===== src/dbip_defs.vh =====
// Constants for the byte-wide input port and alarm pin block.
// Assumes inclusion by bare name; definitions only.
//
// Functional notes
// - Bytes are taken on both data clock edges, two per period.
// - Two 16-bit channel samples travel as four bytes, framed by the strobe.
// - Default lane 7 is the MSB and lane 0 the LSB.
// - The reverse control makes the device read lanes in reversed order.
// - Alarm is active low after reset; polarity bit makes it active high.
// - The alarm source register selects which conditions drive the alarm.
// - With four-wire select set, the alarm pin carries serial read data.
// - Frame strobe taken on rising clock edge; starts frame, resets buffer.
// - Serial data pin stays bidirectional in three- and four-wire modes.
// - With transmit gate low, datapath is forced to zero, bytes ignored; the strobe still pulses fifo_reset.
`ifndef DBIP_DEFS_VH
`define DBIP_DEFS_VH

// -----------------------------------------------------------------------------
// Register offsets.
// -----------------------------------------------------------------------------
`define DBIP_OFF_GENCFG   12'h000
`define DBIP_OFF_ALMSRC   12'h004
`define DBIP_OFF_BUSCFG   12'h008
`define DBIP_OFF_STATUS   12'h00C
`define DBIP_OFF_MASK     12'h010
`define DBIP_OFF_SAMPLE   12'h014

// -----------------------------------------------------------------------------
// Field positions.
// -----------------------------------------------------------------------------
`define DBIP_GEN_ALMPOL   0
`define DBIP_GEN_SIF4     1
`define DBIP_BUS_REV      0
`define DBIP_ST_FRAME     0
`define DBIP_ST_ALIGN     1
`define DBIP_ST_GATE      2
`define DBIP_ST_CLKSTOP   3
`define DBIP_EVT_W        4

// -----------------------------------------------------------------------------
// Reset values.
// -----------------------------------------------------------------------------
`define DBIP_RST_GENCFG   8'h00
`define DBIP_RST_ALMSRC   8'h00
`define DBIP_RST_BUSCFG   8'h00
`define DBIP_RST_MASK     4'h0

// -----------------------------------------------------------------------------
// Timing: clock stall watchdog in ns and its count at 40 ns per cycle.
// -----------------------------------------------------------------------------
`define DBIP_PCLK_NS      40
`define DBIP_STALL_NS     2000
`define DBIP_STALL_CYC    (`DBIP_STALL_NS / `DBIP_PCLK_NS)

`endif


===== src/dbip_alarm.v =====
// Alarm pin driver: polarity, source select and serial output muxing.
// Assumes all inputs are on pclk.
`timescale 1ns/1ps
`include "dbip_defs.vh"
module dbip_alarm (
	// Clock and reset.
	input  wire       pclk,
	input  wire       presetn,
	// Configuration.
	input  wire       alarm_pol,
	input  wire       four_wire_serial_sel,
	input  wire [7:0] alarm_source_config,
	// Conditions and serial data.
	input  wire [3:0] cond,
	input  wire       serial_rd_data,
	// Pin.
	output reg        alarm_or_serial_out_pin
);
	wire any_alarm;

	assign any_alarm = |(cond & alarm_source_config[3:0]);

	// Registered pin avoids glitches when polarity or source changes.
	always @(posedge pclk or negedge presetn) begin
		if (!presetn) begin
			alarm_or_serial_out_pin <= 1'b1;
		end else if (four_wire_serial_sel) begin
			alarm_or_serial_out_pin <= serial_rd_data;
		end else begin
			alarm_or_serial_out_pin <= alarm_pol ? any_alarm : ~any_alarm;
		end
	end
endmodule // dbip_alarm


===== src/dbip_sync.v =====
// Two-flop synchroniser for a bundle of asynchronous levels.
// Assumes inputs come from pins outside the pclk domain.
`timescale 1ns/1ps
module dbip_sync #(
	parameter W = 1
) (
	// Clock and reset.
	input  wire         pclk,
	input  wire         presetn,
	// Levels.
	input  wire [W-1:0] d,
	output wire [W-1:0] q
);
	reg [W-1:0] s1_r;
	reg [W-1:0] s2_r;

	always @(posedge pclk or negedge presetn) begin
		if (!presetn) begin
			s1_r <= {W{1'b0}};
			s2_r <= {W{1'b0}};
		end else begin
			s1_r <= d;
			s2_r <= s1_r;
		end
	end
	assign q = s2_r;
endmodule // dbip_sync


===== src/dbip_top.v =====
// Byte-wide DDR input port with alarm pin and APB register slave.
// Assumes the link clock, bytes, frame and gate are asynchronous pins
// oversampled by pclk; the link clock must be well below pclk/4.
`timescale 1ns/1ps
`include "dbip_defs.vh"
module dbip_top #(
	parameter STALL_CYC = `DBIP_STALL_CYC
) (
	// Clock and reset.
	input  wire        pclk,
	input  wire        presetn,
	// APB slave.
	input  wire        psel,
	input  wire        penable,
	input  wire        pwrite,
	input  wire [11:0] paddr,
	input  wire [31:0] pwdata,
	output reg  [31:0] prdata,
	output wire        pready,
	output wire        pslverr,
	// Link pins.
	input  wire        source_data_clock_pair,
	input  wire        frame_strobe_pair,
	input  wire [7:0]  data_byte,
	input  wire        transmit_gate,
	// Serial data pin, split.
	input  wire        serial_data_in,
	input  wire        serial_rd_data,
	output wire        serial_data_out,
	output wire        serial_data_oe,
	input  wire        serial_drive_req,
	// Sample outputs.
	output reg  [15:0] sample_a,
	output reg  [15:0] sample_b,
	output reg         sample_valid,
	output wire        fifo_reset,
	// Alarm and interrupt.
	output wire        alarm_or_serial_out_pin,
	output wire        irq
);
	// -------------------------------------------------------------------------
	// Functions.
	// -------------------------------------------------------------------------
	function [7:0] bit_rev;
		input [7:0] v;
		integer i;
		begin
			for (i = 0; i < 8; i = i + 1) begin
				bit_rev[i] = v[7-i];
			end
		end
	endfunction

	// -------------------------------------------------------------------------
	// Pin synchronisation.
	// -------------------------------------------------------------------------
	wire [11:0] sync_q;
	wire        dclk_s;
	wire        frame_s;
	wire        gate_s;
	wire [7:0]  byte_s;

	dbip_sync #(.W(12)) u_sync (
		.pclk    (pclk),
		.presetn (presetn),
		.d       ({serial_data_in, transmit_gate, frame_strobe_pair,
		           source_data_clock_pair, data_byte}),
		.q       (sync_q)
	);
	assign byte_s  = sync_q[7:0];
	assign dclk_s  = sync_q[8];
	assign frame_s = sync_q[9];
	assign gate_s  = sync_q[10];

	// -------------------------------------------------------------------------
	// Registers.
	// -------------------------------------------------------------------------
	reg  [7:0]  gencfg_r;
	reg  [7:0]  almsrc_r;
	reg  [7:0]  buscfg_r;
	reg  [3:0]  status_r;
	reg  [3:0]  mask_r;
	reg  [3:0]  status_nxt;
	reg  [3:0]  evt;
	wire        wr_en;
	wire        rd_en;
	wire        addr_ok;

	assign pready  = 1'b1;
	assign wr_en   = psel & penable & pwrite;
	assign rd_en   = psel & penable & ~pwrite;
	assign addr_ok = (paddr == `DBIP_OFF_GENCFG) | (paddr == `DBIP_OFF_ALMSRC) |
	                 (paddr == `DBIP_OFF_BUSCFG) | (paddr == `DBIP_OFF_STATUS) |
	                 (paddr == `DBIP_OFF_MASK)   | (paddr == `DBIP_OFF_SAMPLE);
	assign pslverr = psel & penable & ~addr_ok;

	always @(posedge pclk or negedge presetn) begin
		if (!presetn) begin
			gencfg_r <= `DBIP_RST_GENCFG;
			almsrc_r <= `DBIP_RST_ALMSRC;
			buscfg_r <= `DBIP_RST_BUSCFG;
			mask_r   <= `DBIP_RST_MASK;
		end else if (wr_en) begin
			case (paddr)
				`DBIP_OFF_GENCFG: begin
					gencfg_r <= pwdata[7:0];
				end
				`DBIP_OFF_ALMSRC: begin
					almsrc_r <= pwdata[7:0];
				end
				`DBIP_OFF_BUSCFG: begin
					buscfg_r <= pwdata[7:0];
				end
				`DBIP_OFF_MASK: begin
					mask_r <= pwdata[3:0];
				end
				default: begin
				end
			endcase
		end
	end

	// Set wins over a write-one clear in the same cycle.
	always @* begin
		status_nxt = status_r;
		if (wr_en && paddr == `DBIP_OFF_STATUS) begin
			status_nxt = status_nxt & ~pwdata[3:0];
		end
		status_nxt = status_nxt | evt;
	end

	always @(posedge pclk or negedge presetn) begin
		if (!presetn) begin
			status_r <= 4'h0;
		end else begin
			status_r <= status_nxt;
		end
	end

	assign irq = |(status_r & mask_r);

	always @* begin
		case (paddr)
			`DBIP_OFF_GENCFG: prdata = {24'h00_0000, gencfg_r};
			`DBIP_OFF_ALMSRC: prdata = {24'h00_0000, almsrc_r};
			`DBIP_OFF_BUSCFG: prdata = {24'h00_0000, buscfg_r};
			`DBIP_OFF_STATUS: prdata = {28'h000_0000, status_r};
			`DBIP_OFF_MASK:   prdata = {28'h000_0000, mask_r};
			`DBIP_OFF_SAMPLE: prdata = {sample_a, sample_b};
			default:          prdata = 32'h0000_0000;
		endcase
		if (!rd_en) begin
			prdata = 32'h0000_0000;
		end
	end

	// -------------------------------------------------------------------------
	// Link edge detection and byte capture.
	// -------------------------------------------------------------------------
	reg         dclk_d_r;
	reg  [1:0]  idx_r;
	reg  [7:0]  b0_r;
	reg  [7:0]  b1_r;
	reg  [7:0]  b2_r;
	reg         framed_r;
	reg  [15:0] stall_r;
	reg         gate_d_r;
	wire        rise;
	wire        fall;
	wire        edge_any;
	wire        frame_start;
	wire [7:0]  byte_ord;

	assign rise     = dclk_s & ~dclk_d_r;
	assign fall     = ~dclk_s & dclk_d_r;
	assign edge_any = rise | fall;
	assign frame_start = rise & frame_s;
	assign fifo_reset  = frame_start;
	assign byte_ord = buscfg_r[`DBIP_BUS_REV] ? bit_rev(byte_s) : byte_s;

	always @(posedge pclk or negedge presetn) begin
		if (!presetn) begin
			dclk_d_r     <= 1'b0;
			gate_d_r     <= 1'b0;
			idx_r        <= 2'd0;
			b0_r         <= 8'h00;
			b1_r         <= 8'h00;
			b2_r         <= 8'h00;
			framed_r     <= 1'b0;
			sample_a     <= 16'h0000;
			sample_b     <= 16'h0000;
			sample_valid <= 1'b0;
			stall_r      <= 16'h0000;
		end else begin
			dclk_d_r     <= dclk_s;
			gate_d_r     <= gate_s;
			sample_valid <= 1'b0;
			if (edge_any || stall_r == STALL_CYC[15:0]) begin
				stall_r <= edge_any ? 16'h0000 : stall_r;
			end else begin
				stall_r <= stall_r + 16'h0001;
			end
			if (!gate_s) begin
				idx_r    <= 2'd0;
				framed_r <= 1'b0;
				sample_a <= 16'h0000;
				sample_b <= 16'h0000;
			end else if (edge_any) begin
				// four bytes per sample pair, MSB byte first.
				if (frame_start) begin
					b0_r     <= byte_ord;
					idx_r    <= 2'd1;
					framed_r <= 1'b1;
				end else if (framed_r) begin
					case (idx_r)
						2'd0: begin
							b0_r <= byte_ord;
						end
						2'd1: begin
							b1_r <= byte_ord;
						end
						2'd2: begin
							b2_r <= byte_ord;
						end
						default: begin
							sample_a     <= {b0_r, b1_r};
							sample_b     <= {b2_r, byte_ord};
							sample_valid <= 1'b1;
						end
					endcase
					idx_r <= idx_r + 2'd1;
				end
			end
		end
	end

	// Events: frame seen, misaligned frame, gate fall, clock stall.
	always @* begin
		evt = 4'h0;
		evt[`DBIP_ST_FRAME]   = frame_start & gate_s;
		evt[`DBIP_ST_ALIGN]   = frame_start & gate_s & framed_r & (idx_r != 2'd0);
		evt[`DBIP_ST_GATE]    = gate_d_r & ~gate_s;
		evt[`DBIP_ST_CLKSTOP] = (stall_r == STALL_CYC[15:0] - 16'h0001) & ~edge_any;
	end

	// -------------------------------------------------------------------------
	// Serial data pin and alarm.
	// -------------------------------------------------------------------------
	// bidirectional in both serial modes.
	assign serial_data_oe  = serial_drive_req;
	assign serial_data_out = serial_rd_data;

	dbip_alarm u_alarm (
		.pclk                    (pclk),
		.presetn                 (presetn),
		.alarm_pol               (gencfg_r[`DBIP_GEN_ALMPOL]),
		.four_wire_serial_sel    (gencfg_r[`DBIP_GEN_SIF4]),
		.alarm_source_config     (almsrc_r),
		.cond                    (status_r),
		.serial_rd_data          (serial_rd_data),
		.alarm_or_serial_out_pin (alarm_or_serial_out_pin)
	);
endmodule // dbip_top


===== config.mk =====
export PLATFORM = sky130hd
export DESIGN_NAME = dbip_top
export DESIGN_NICKNAME = d
export VERILOG_FILES = /design/src/dbip_alarm.v /design/src/dbip_sync.v /design/src/dbip_top.v
export VERILOG_INCLUDE_DIRS = /design/src
export SDC_FILE = /design/constraint.sdc
export NUM_CORES = 1
export LEC_CHECK = 0
export ABC_CLOCK_PERIOD_IN_PS = 1750
export BUFFER_PORTS_ARGS = -buffer_cell sky130_fd_sc_hd__buf_2
export CORE_MARGIN = 2
export CORE_UTILIZATION = 50
export CTS_BUF_LIST = sky130_fd_sc_hd__clkbuf_8
export CTS_CLUSTER_DIAMETER = 150
export DETAILED_ROUTE_END_ITERATION = 10
export PLACE_DENSITY = 0.78
export SLEW_MARGIN = 5
export SYNTH_ARGS = -nofsm -noshare
export SYNTH_HDL_FRONTEND = slang
export SYNTH_HIERARCHICAL = 1
export SYNTH_SLANG_ARGS = --single-unit
export TNS_END_PERCENT = 50

===== constraint.sdc =====
create_clock -name pclk -period 1.75 [get_ports pclk]
set_input_delay 0 -clock pclk [delete_from_list [all_inputs] [get_ports pclk]]
set_output_delay 0 -clock pclk [all_outputs]
set_load 0.01 [all_outputs]

==> results.py, run 1 <==
metrics = {
    "finish": {
        "final_cell_mix": "dfrtp_1 (129), buf_2 (105), mux2_2 (46), a22o_1 (38), buf_4 (29)",
        "final.fill_count": 824,
        "regArea_sq_um": 3333,
        "synthToLayoutAreaGrowth_pct": 28.24,
        "drive_above_1_share_pct": 42.60,
        "antenna_cells": 0,
        "final_nets": 681,
        "multiInputGateArea_sq_um": 2477,
        "final_common_cell": "dfrtp_1",
        "final_util_pct": 65.79,
    },
    "detailed_routing": {
        "ant_nets": 0,
        "drt_iter0_drc": 237,
        "wl_microns": 13520,
        "viasPerCell": 5.516,
        "vias": 4220,
        "wl_per_cell_microns": 17.68,
        "dr.pass1.iters": 4,
        "drcViolationCount": 0,
    },
    "global_route": {
        "grt_max_degree": 44,
        "grt_overflow": 0,
        "grt_antenna_before_repair": 0,
        "grt_pass1_vias": 4201,
        "track_usage_pct": 20.65,
        "grt_pass1_wl_microns": 20790,
    },
    "timing": {
        "relSlewSlack_pct": 65.61,
        "drv_slew": 0,
        "fin_ws_ps": -53.42,
        "fin_worst_skew_ps": 15.80,
        "worstMarginPinSlew_ps": 515.8,
        "final-hold-violation-count": 0,
        "maxClockFrequency_mhz": 554.5,
        "rsz0062_at_grt": "true",
        "finalCriticalPeriod_ps": 1803,
        "setup_viol": 1,
        "period_share_pct": 103.1,
        "hold_slack_ps": 0.01647,
    },
    "placement": {
        "io_buffer_count": 106,
        "dp_hpwl_microns": 8834,
        "place_congestion": 0.8661,
    },
    "die": {
        "boundaryPins": 135,
        "coreArea_sq_um": 11470,
        "fp.dieW_microns": 112.5,
        "die_h_microns": 112.5,
        "die_area_sq_um": 12650,
        "rows": 39,
        "initial_utilization_pct": 51.30,
    },
    "critical_path": {
        "critPathMaxStageDelay_ps": 510,
        "end_kind": "output pin",
        "cp_slowest_cell": "or3_1",
        "critPathLaunchType": "input port",
        "crit_fanout": 12,
        "cp_common_cell": "buf_2",
        "arrival_ps": 1800,
        "worst-setup-path-type": "in -> out",
        "worst_ep_required_time_ps": 1750,
        "worstPathCellList": "buf_2 > or3_1 > nor4_4 > buf_4 > and4_2 > and2_1 > buf_2",
    },
    "power": {
        "peakVddDrop_uv": 556.0,
        "leakage_uw": 0.003817,
        "power_density_nw_per_um2": 858.4,
        "p_total_uw": 6476,
    },
    "hold_path": {
        "holdCritPathClass": "in -> out",
    },
    "job": {
        "cap_violations": 0,
    },
    "clocking": {
        "clock-sinks": 133,
        "cts_inserted_buffers": 17,
        "clockBufferDepth": 2,
        "h-tree-depth": 4,
        "clockRootBuffer": "clkbuf_8",
        "cts_tree": "yes",
        "insertion_delay_ps": 440,
    },
    "logic_synthesis": {
        "yosysWarnings": 6,
        "postSynthAreaPerCell_sq_um": 12.99,
        "netlist_area_sq_um": 5883,
        "syn_inst": 453,
        "synth_nets": 524,
    },
    "status": {
        "violations": "setup timing",
        "status": "finished with violations",
    },
}
[critical path: cells and delay by family]
family	cells	cell delay (ps)
buf+inv	3	440
simple gates	4	1370
[sequential cells by signal (all words and copies together), names as in the netlist, 2 cells and up]
name,flops
b0_r,8
b2_r,8
status_r,4
u_sync/q,11
mask_r,4
sample_a,16
buscfg_r,8
idx_r,2
sample_b,16
stall_r,16
gencfg_r,8
almsrc_r,8
u_sync/s1_r,11
b1_r,8
[layout make-up]
cell class	instances	share of cell area, %
multi-input cells	283	32.84
flip-flops and latches	133	44.18
clock buffers	19	3.466
well taps	143	2.371
repair buffers	162	14.26
inverters	13	0.6799
clock inverters	12	2.206
[report_power, final]
part           leakage (uW)  internal [uW]  switching [uW]
clock              0.000210           1500            1220
combinational       0.00185            244             249
sequential          0.00176           3180            75.9
total               0.00382           4930            1540
[timing repair]
action / 4_1_cts / 5_1_grt
endpoints found under the setup margin: 9 / 75
gates resized for setup: 1 / 27
hold buffers: 21 / 0
hold endpoints to repair: 176 / 0
cloned: 0 / 1
pin swaps: 1 / 3
buffers inserted: 0 / 5
[metrics by stage]
step,cell area [sq um],std cells,worst slack (ps),setup TNS [ps]
after detailed placement,6764,707,-55.48,-426.1
after CTS,7407,759,3.192,0
after global routing,7545,765,-89.02,-857.3
after global placement,6764,707,8.793,0
final,7545,765,-53.42,-53.42
after floorplan,5938,453,0.07305,0
[final timing paths]
check | slack, ps | end | start | cells after the start
min | 0.02 | serial_data_oe | serial_drive_req | 0
min in group asynchronous | 60 | sample_a[13] | presetn | 2
max reg2reg | 40 | stall_r[15] | stall_r[1] | 4
max | -50 | prdata[8] | paddr[1] | 7
min reg2reg | 350 | u_sync/q[6] | u_sync/s1_r[6] | 0
max in group asynchronous | 980 | u_alarm/alarm_or_serial_out_pin | presetn | 3
[layer usage]
layer	global-route usage (%)	vias to the layer above	share of wire, %
met5	0	-	0
met4	6.341	0	2.0
met3	5.184	20	4.6
met2	33.57	123	51
met1	27.68	2123	43
li1	-	1954	-
Note: power is estimated with default switching activity, not from simulation.
==> run 2: changes to the inputs <==
--- a/config.mk
+++ b/config.mk
@@ -13,7 +13,9 @@
 export CTS_BUF_LIST = sky130_fd_sc_hd__clkbuf_8
 export CTS_CLUSTER_DIAMETER = 150
 export DETAILED_ROUTE_END_ITERATION = 10
+export HOLD_SLACK_MARGIN = 0.1
 export PLACE_DENSITY = 0.78
+export SKIP_LAST_GASP = 1
 export SLEW_MARGIN = 5
 export SYNTH_ARGS = -nofsm -noshare
 export SYNTH_HDL_FRONTEND = slang
==> run 2 against run 1 <==
  * The run still ends with setup timing left
  * Cell area is 0.20% higher
  * Clock skew is 0.99 ps higher
  * Via count up 1.1%
  * Routed wire length increased by 0.94%
  * Register-to-register slack worse by 20 ps
  * Die area did not move
  * First-iteration DRC count shrank 8.0%
  * Maximum frequency is 0.89% lower
  * Worst hold slack better by 160 ps
  * Combinational power about the same
  * Non-clock buffer count rose by 3
==> results.py, run 2 (synthesis results as in run 1) <==
metrics = {
    "timing": {
        "fin_ws_ps": -69.57,
        "finalCriticalPeriod_ps": 1820,
        "drv_slew": 0,
        "maxClockFrequency_mhz": 549.6,
        "worstMarginPinSlew_ps": 516.1,
        "setup-tns-final_ps": -224.4,
        "rsz0062_at_grt": "true",
        "setup_viol": 12,
        "period_share_pct": 104.0,
        "fin_worst_skew_ps": 16.79,
        "final-hold-violation-count": 0,
        "relSlewSlack_pct": 65.59,
    },
    "detailed_routing": {
        "wl_per_cell_microns": 17.75,
        "viasPerCell": 5.549,
        "dr.pass1.iters": 4,
        "wl_microns": 13650,
        "ant_nets": 0,
        "vias": 4267,
        "drcViolationCount": 0,
        "drt_iter0_drc": 218,
    },
    "die": {
        "initial_utilization_pct": 51.30,
        "die_area_sq_um": 12650,
        "coreArea_sq_um": 11470,
        "die_h_microns": 112.5,
        "boundaryPins": 135,
        "fp.dieW_microns": 112.5,
        "rows": 39,
    },
    "finish": {
        "drive_above_1_share_pct": 42.33,
        "final_nets": 685,
        "synthToLayoutAreaGrowth_pct": 28.50,
        "final_common_cell": "dfrtp_1",
        "antenna_cells": 0,
        "reg_top3": "sample_a x16, sample_b x16, stall_r x16",
        "final_cell_mix": "dfrtp_1 (129), buf_2 (105), mux2_2 (46), a22o_1 (38), buf_4 (30)",
        "final_util_pct": 65.92,
    },
    "placement": {
        "io_buffer_count": 106,
        "place_congestion": 0.8661,
        "dp_hpwl_microns": 8834,
    },
    "global_route": {
        "grt_pass1_vias": 4201,
        "track_usage_pct": 20.68,
        "grt_pass1_wl_microns": 20810,
        "grt_antenna_before_repair": 0,
        "grt_max_degree": 44,
        "grt_overflow": 0,
    },
    "power": {
        "power_frac_seq_pct": 50.3,
        "leakage_uw": 0.003818,
        "switchingPower_uw": 1545,
        "combinationalPowerShare_pct": 7.6,
        "peakVddDrop_uv": 551.0,
        "power_density_nw_per_um2": 857.1,
        "sw_frac_of_total_pct": 23.85,
        "p_clk_share_pct": 42.1,
        "p_int_uw": 4934,
    },
    "critical_path": {
        "regToRegSetupSlack_ps": 20,
        "worst_ep_required_time_ps": 1750,
        "worst-setup-path-type": "in -> out",
        "end_kind": "output pin",
        "crit_fanout": 12,
        "arrival_ps": 1820,
        "r2r_cells": 4,
        "critPathLaunchType": "input port",
    },
    "clocking": {
        "insertion_delay_ps": 440,
        "path_clk_slew_ps": 70,
        "cts_inserted_buffers": 17,
        "cts_tree": "yes",
        "clockRootBuffer": "clkbuf_8",
        "h-tree-depth": 4,
        "clockBufferDepth": 2,
        "clock-sinks": 133,
    },
    "status": {
        "status": "finished with violations",
        "violations": "setup timing",
    },
    "hold_path": {
        "holdCritPathClass": "in -> reg",
        "hold_depth": 6,
    },
    "job": {
        "cap_violations": 0,
    },
}
## run 2: changes by cell type in the layout (fill, tap and decap cells not counted), sizes merged
cell,previous run,this run
dlygate4sd3,21,23
and4,2,3
buf,141,142
## run 2: timing repair
action | in CTS | in global routing
hold buffers | 23 | 0
resized for setup | 1 | 22
setup endpoints to repair | 9 | 75
hold endpoints to repair | 177 | 0
buffers inserted | 0 | 6
pin swaps | 0 | 3
cloned | 0 | 2
## run 2: per-stage QoR
| step | hold slack, ps | setup WS (ps) | cells | total power, uW | area, sq um |
|---|---|---|---|---|---|
| final | 164.6 | -69.57 | 769 | 6479 | 7560 |
| after global routing | 183.9 | -111.7 | 769 | 6707 | 7560 |
| after CTS | 124.7 | -10.98 | 761 | 6470 | 7427 |
| after detailed placement | 0.06862 | -55.48 | 707 | 3720 | 6764 |
| after global placement | -0.3598 | 8.793 | 707 | 3697 | 6764 |
| after floorplan | -295.6 | 0.07305 | 453 | 3501 | 5938 |
## run 2: final cells by class
type	instances	area, sq um
multi-input combinational	284	2467
clock inverter	12	166.4
inverter	13	48.80
clock buffer	19	261.5
sequential	133	3333
timing repair buffer	165	1104
fill	824	3908
tap	143	178.9
## run 2: layer usage
layer  vias up  part of all wire (%)  track usage [%]
li1       1968                     -                -
met1      2143                    43            27.64
met2       134                    50            33.53
met3        22                   5.0            5.292
met4         0                   2.4            6.504
met5         -                     0                0
## run 2: final timing paths
path                                     start                              end
worst max-delay path                  paddr[9]                        prdata[8]
max in group asynchronous              presetn  u_alarm/alarm_or_serial_out_pin
min in group asynchronous              presetn                     sample_a[13]
worst min register to register  u_sync/s1_r[2]                      u_sync/q[2]
worst max register to register      stall_r[1]                      stall_r[15]
worst min-delay path                  paddr[7]                      status_r[1]
## run 2: power groups by stage
stage / sequential, uW / combinational (uW) / clock (uW)
detailed placement: 3310 / 408 / 0
finish: 3260 / 494 / 2730
global route: 3270 / 545 / 2890
floorplan: 3290 / 210 / 0
CTS: 3250 / 451 / 2770
global placement: 3310 / 390 / 0
## run 2: critical path: stages
cell and delay [ps]:
buf_2 90, or4_1 590, buf_4 200, nor2_8 190, and4_2 420, and2_1 200, buf_2 140
==> run 3: changes to the inputs <==
--- a/config.mk
+++ b/config.mk
@@ -7,13 +7,14 @@
 export NUM_CORES = 1
 export LEC_CHECK = 0
 export ABC_CLOCK_PERIOD_IN_PS = 1750
-export BUFFER_PORTS_ARGS = -buffer_cell sky130_fd_sc_hd__buf_2
+export BUFFER_PORTS_ARGS = -buffer_cell sky130_fd_sc_hd__buf_4
 export CORE_MARGIN = 2
 export CORE_UTILIZATION = 50
 export CTS_BUF_LIST = sky130_fd_sc_hd__clkbuf_8
 export CTS_CLUSTER_DIAMETER = 150
 export DETAILED_ROUTE_END_ITERATION = 10
 export HOLD_SLACK_MARGIN = 0.1
+export MAX_ROUTING_LAYER = met4
 export PLACE_DENSITY = 0.78
 export SKIP_LAST_GASP = 1
 export SLEW_MARGIN = 5
==> run 3 against run 2 <==
  * Core utilization is 2.4 points higher
  * Clock power is 6% lower
  * Cell count is 0.65% higher
  * Via count is 2.2% higher
  * Flip-flop and latch count stayed put
  * Total power is 2.9% lower
  * Register-to-register slack hardly changed
  * Count of clock-buffer cells in the layout is 2 lower
  * The run now ends clean
  * Critical endpoint is now stall_r[15]
==> results.py, run 3 (synthesis results as in run 1) <==
metrics = {
    "timing": {
        "maxClockFrequency_mhz": 579.7,
        "period_share_pct": 98.58,
        "finalCriticalPeriod_ps": 1725,
        "final-hold-violation-count": 0,
        "relSlewSlack_pct": 63.57,
        "setup_viol": 0,
        "worstMarginPinSlew_ps": 546.5,
        "drv_slew": 0,
        "rsz0062_at_grt": "true",
        "fin_ws_ps": 24.91,
        "hold_slack_ps": 135.4,
        "fin_worst_skew_ps": 8.720,
    },
    "finish": {
        "drive_above_1_share_pct": 42.00,
        "final_cell_mix": "buf_4 (138), dfrtp_1 (129), mux2_2 (53), a22o_1 (38)",
        "final_common_cell": "buf_4",
        "antenna_cells": 0,
        "reg_top3": "sample_a x16, sample_b x16, stall_r x16",
        "final_util_pct": 68.36,
        "final_nets": 689,
        "final.fill_count": 802,
        "stdcell_area_sq_um": 7839,
        "synthToLayoutAreaGrowth_pct": 33.24,
    },
    "detailed_routing": {
        "dr.pass1.iters": 4,
        "drt_iter0_drc": 187,
        "ant_nets": 0,
        "vias": 4360,
        "wl_per_cell_microns": 18.06,
        "viasPerCell": 5.633,
        "drcViolationCount": 0,
        "wl_microns": 13980,
    },
    "clocking": {
        "cts_inserted_buffers": 17,
        "clockRootBuffer": "clkbuf_8",
        "clockBufferDepth": 2,
        "cts_tree": "yes",
        "path_clk_slew_ps": 80,
        "h-tree-depth": 4,
        "clock-sinks": 133,
        "insertion_delay_ps": 450,
    },
    "critical_path": {
        "critPathLaunchType": "register",
        "arrival_ps": 2100,
        "r2r_cells": 4,
        "worst-setup-path-type": "reg -> reg",
        "end_kind": "register",
        "crit_fanout": 6,
        "worst_ep_required_time_ps": 2120,
    },
    "die": {
        "fp.dieW_microns": 112.5,
        "coreArea_sq_um": 11470,
        "die_h_microns": 112.5,
        "initial_utilization_pct": 51.30,
        "rows": 39,
        "boundaryPins": 135,
        "die_area_sq_um": 12650,
    },
    "placement": {
        "io_buffer_count": 106,
        "place_area_sq_um": 6994,
        "place_congestion": 0.8631,
        "post-place-ws_ps": -39.11,
        "dp_hpwl_microns": 8988,
    },
    "global_route": {
        "grt_max_degree": 53,
        "grt_pass1_wl_microns": 21340,
        "grt_pass1_vias": 4336,
        "grt_antenna_before_repair": 0,
        "grt_overflow": 0,
        "track_usage_pct": 22.28,
    },
    "power": {
        "power_density_nw_per_um2": 803.0,
        "leakage_uw": 0.003864,
        "peakVddDrop_uv": 559.7,
    },
    "status": {
        "status": "finished clean",
    },
    "hold_path": {
        "holdCritPathClass": "in -> reg",
        "hold_depth": 6,
    },
    "job": {
        "cap_violations": 0,
    },
}
## run 3: cell types whose count changed in the layout (fill, tap and decap cells not counted), sizes merged
cell         delta
bufinv          -2
inv             +4
clkinvlp        -2
clkbuf          -2
buf             +2
clkinv          +3
dlygate4sd3     +2
## run 3: final timing paths
check	slack, ps	from	to
worst max register to register	20	stall_r[0]	stall_r[15]
worst min-delay path	140	paddr[6]	status_r[1]
worst max-delay path	20	stall_r[0]	stall_r[15]
max in group asynchronous	490	presetn	sample_b[3]
worst min register to register	350	u_sync/s1_r[4]	u_sync/q[4]
min in group asynchronous	600	presetn	sample_a[11]
## run 3: critical path, stage by stage (launching register included)
cell and delay, ps:
dfrtp_2 430, nand4_1 170, or3_4 390, or4_1 510
a21oi_1 160
## run 3: area by class of cell
cell class | count | area, sq um | area share, %
clock inverters | 15 | 180.2 | 2.298
multi-input cells | 284 | 2457 | 31.35
repair buffers | 169 | 1406 | 17.94
well taps | 143 | 178.9 | 2.283
flip-flops and latches | 133 | 3333 | 42.52
clock buffers | 17 | 234.0 | 2.985
inverters | 13 | 48.80 | 0.6225
## run 3: repair_timing
| item | in CTS | in global routing |
|---|---|---|
| endpoints found under the hold margin | 178 | 0 |
| cloned | 0 | 2 |
| pin swaps | 0 | 6 |
| endpoints found under the setup margin | 6 | 77 |
| hold buffers | 25 | 0 |
| buffers inserted | 3 | 11 |
| resized for setup | 1 | 16 |
## run 3: routing by layer
layer,vias up,global-route usage [%],share of wire [%]
li1,1973,-,-
met1,2226,27.71,41
met2,135,35.66,52
met3,26,6.048,5.0
met4,0,7.480,2.0
met5,-,-,0
## run 3: power breakdown
group / internal (uW) / switching [uW] / leakage (uW)
clock: 1210 / 1360 / 0.000209
sequential: 3180 / 71.8 / 0.00176
combinational: 227 / 242 / 0.00189
total: 4620 / 1670 / 0.00386
## run 3: per-stage QoR
| step | instances | TNS, ps | power, uW |
|---|---|---|---|
| 5_1_grt | 774 | -226.8 | 6587 |
| 4_1_cts | 761 | -63.99 | 6351 |
| 3_5_place_dp | 701 | -216.0 | 3729 |
| 6_report | 774 | 0 | 6294 |
| 2_1_floorplan | 453 | 0 | 3501 |
| 3_3_place_gp | 701 | -14.42 | 3703 |
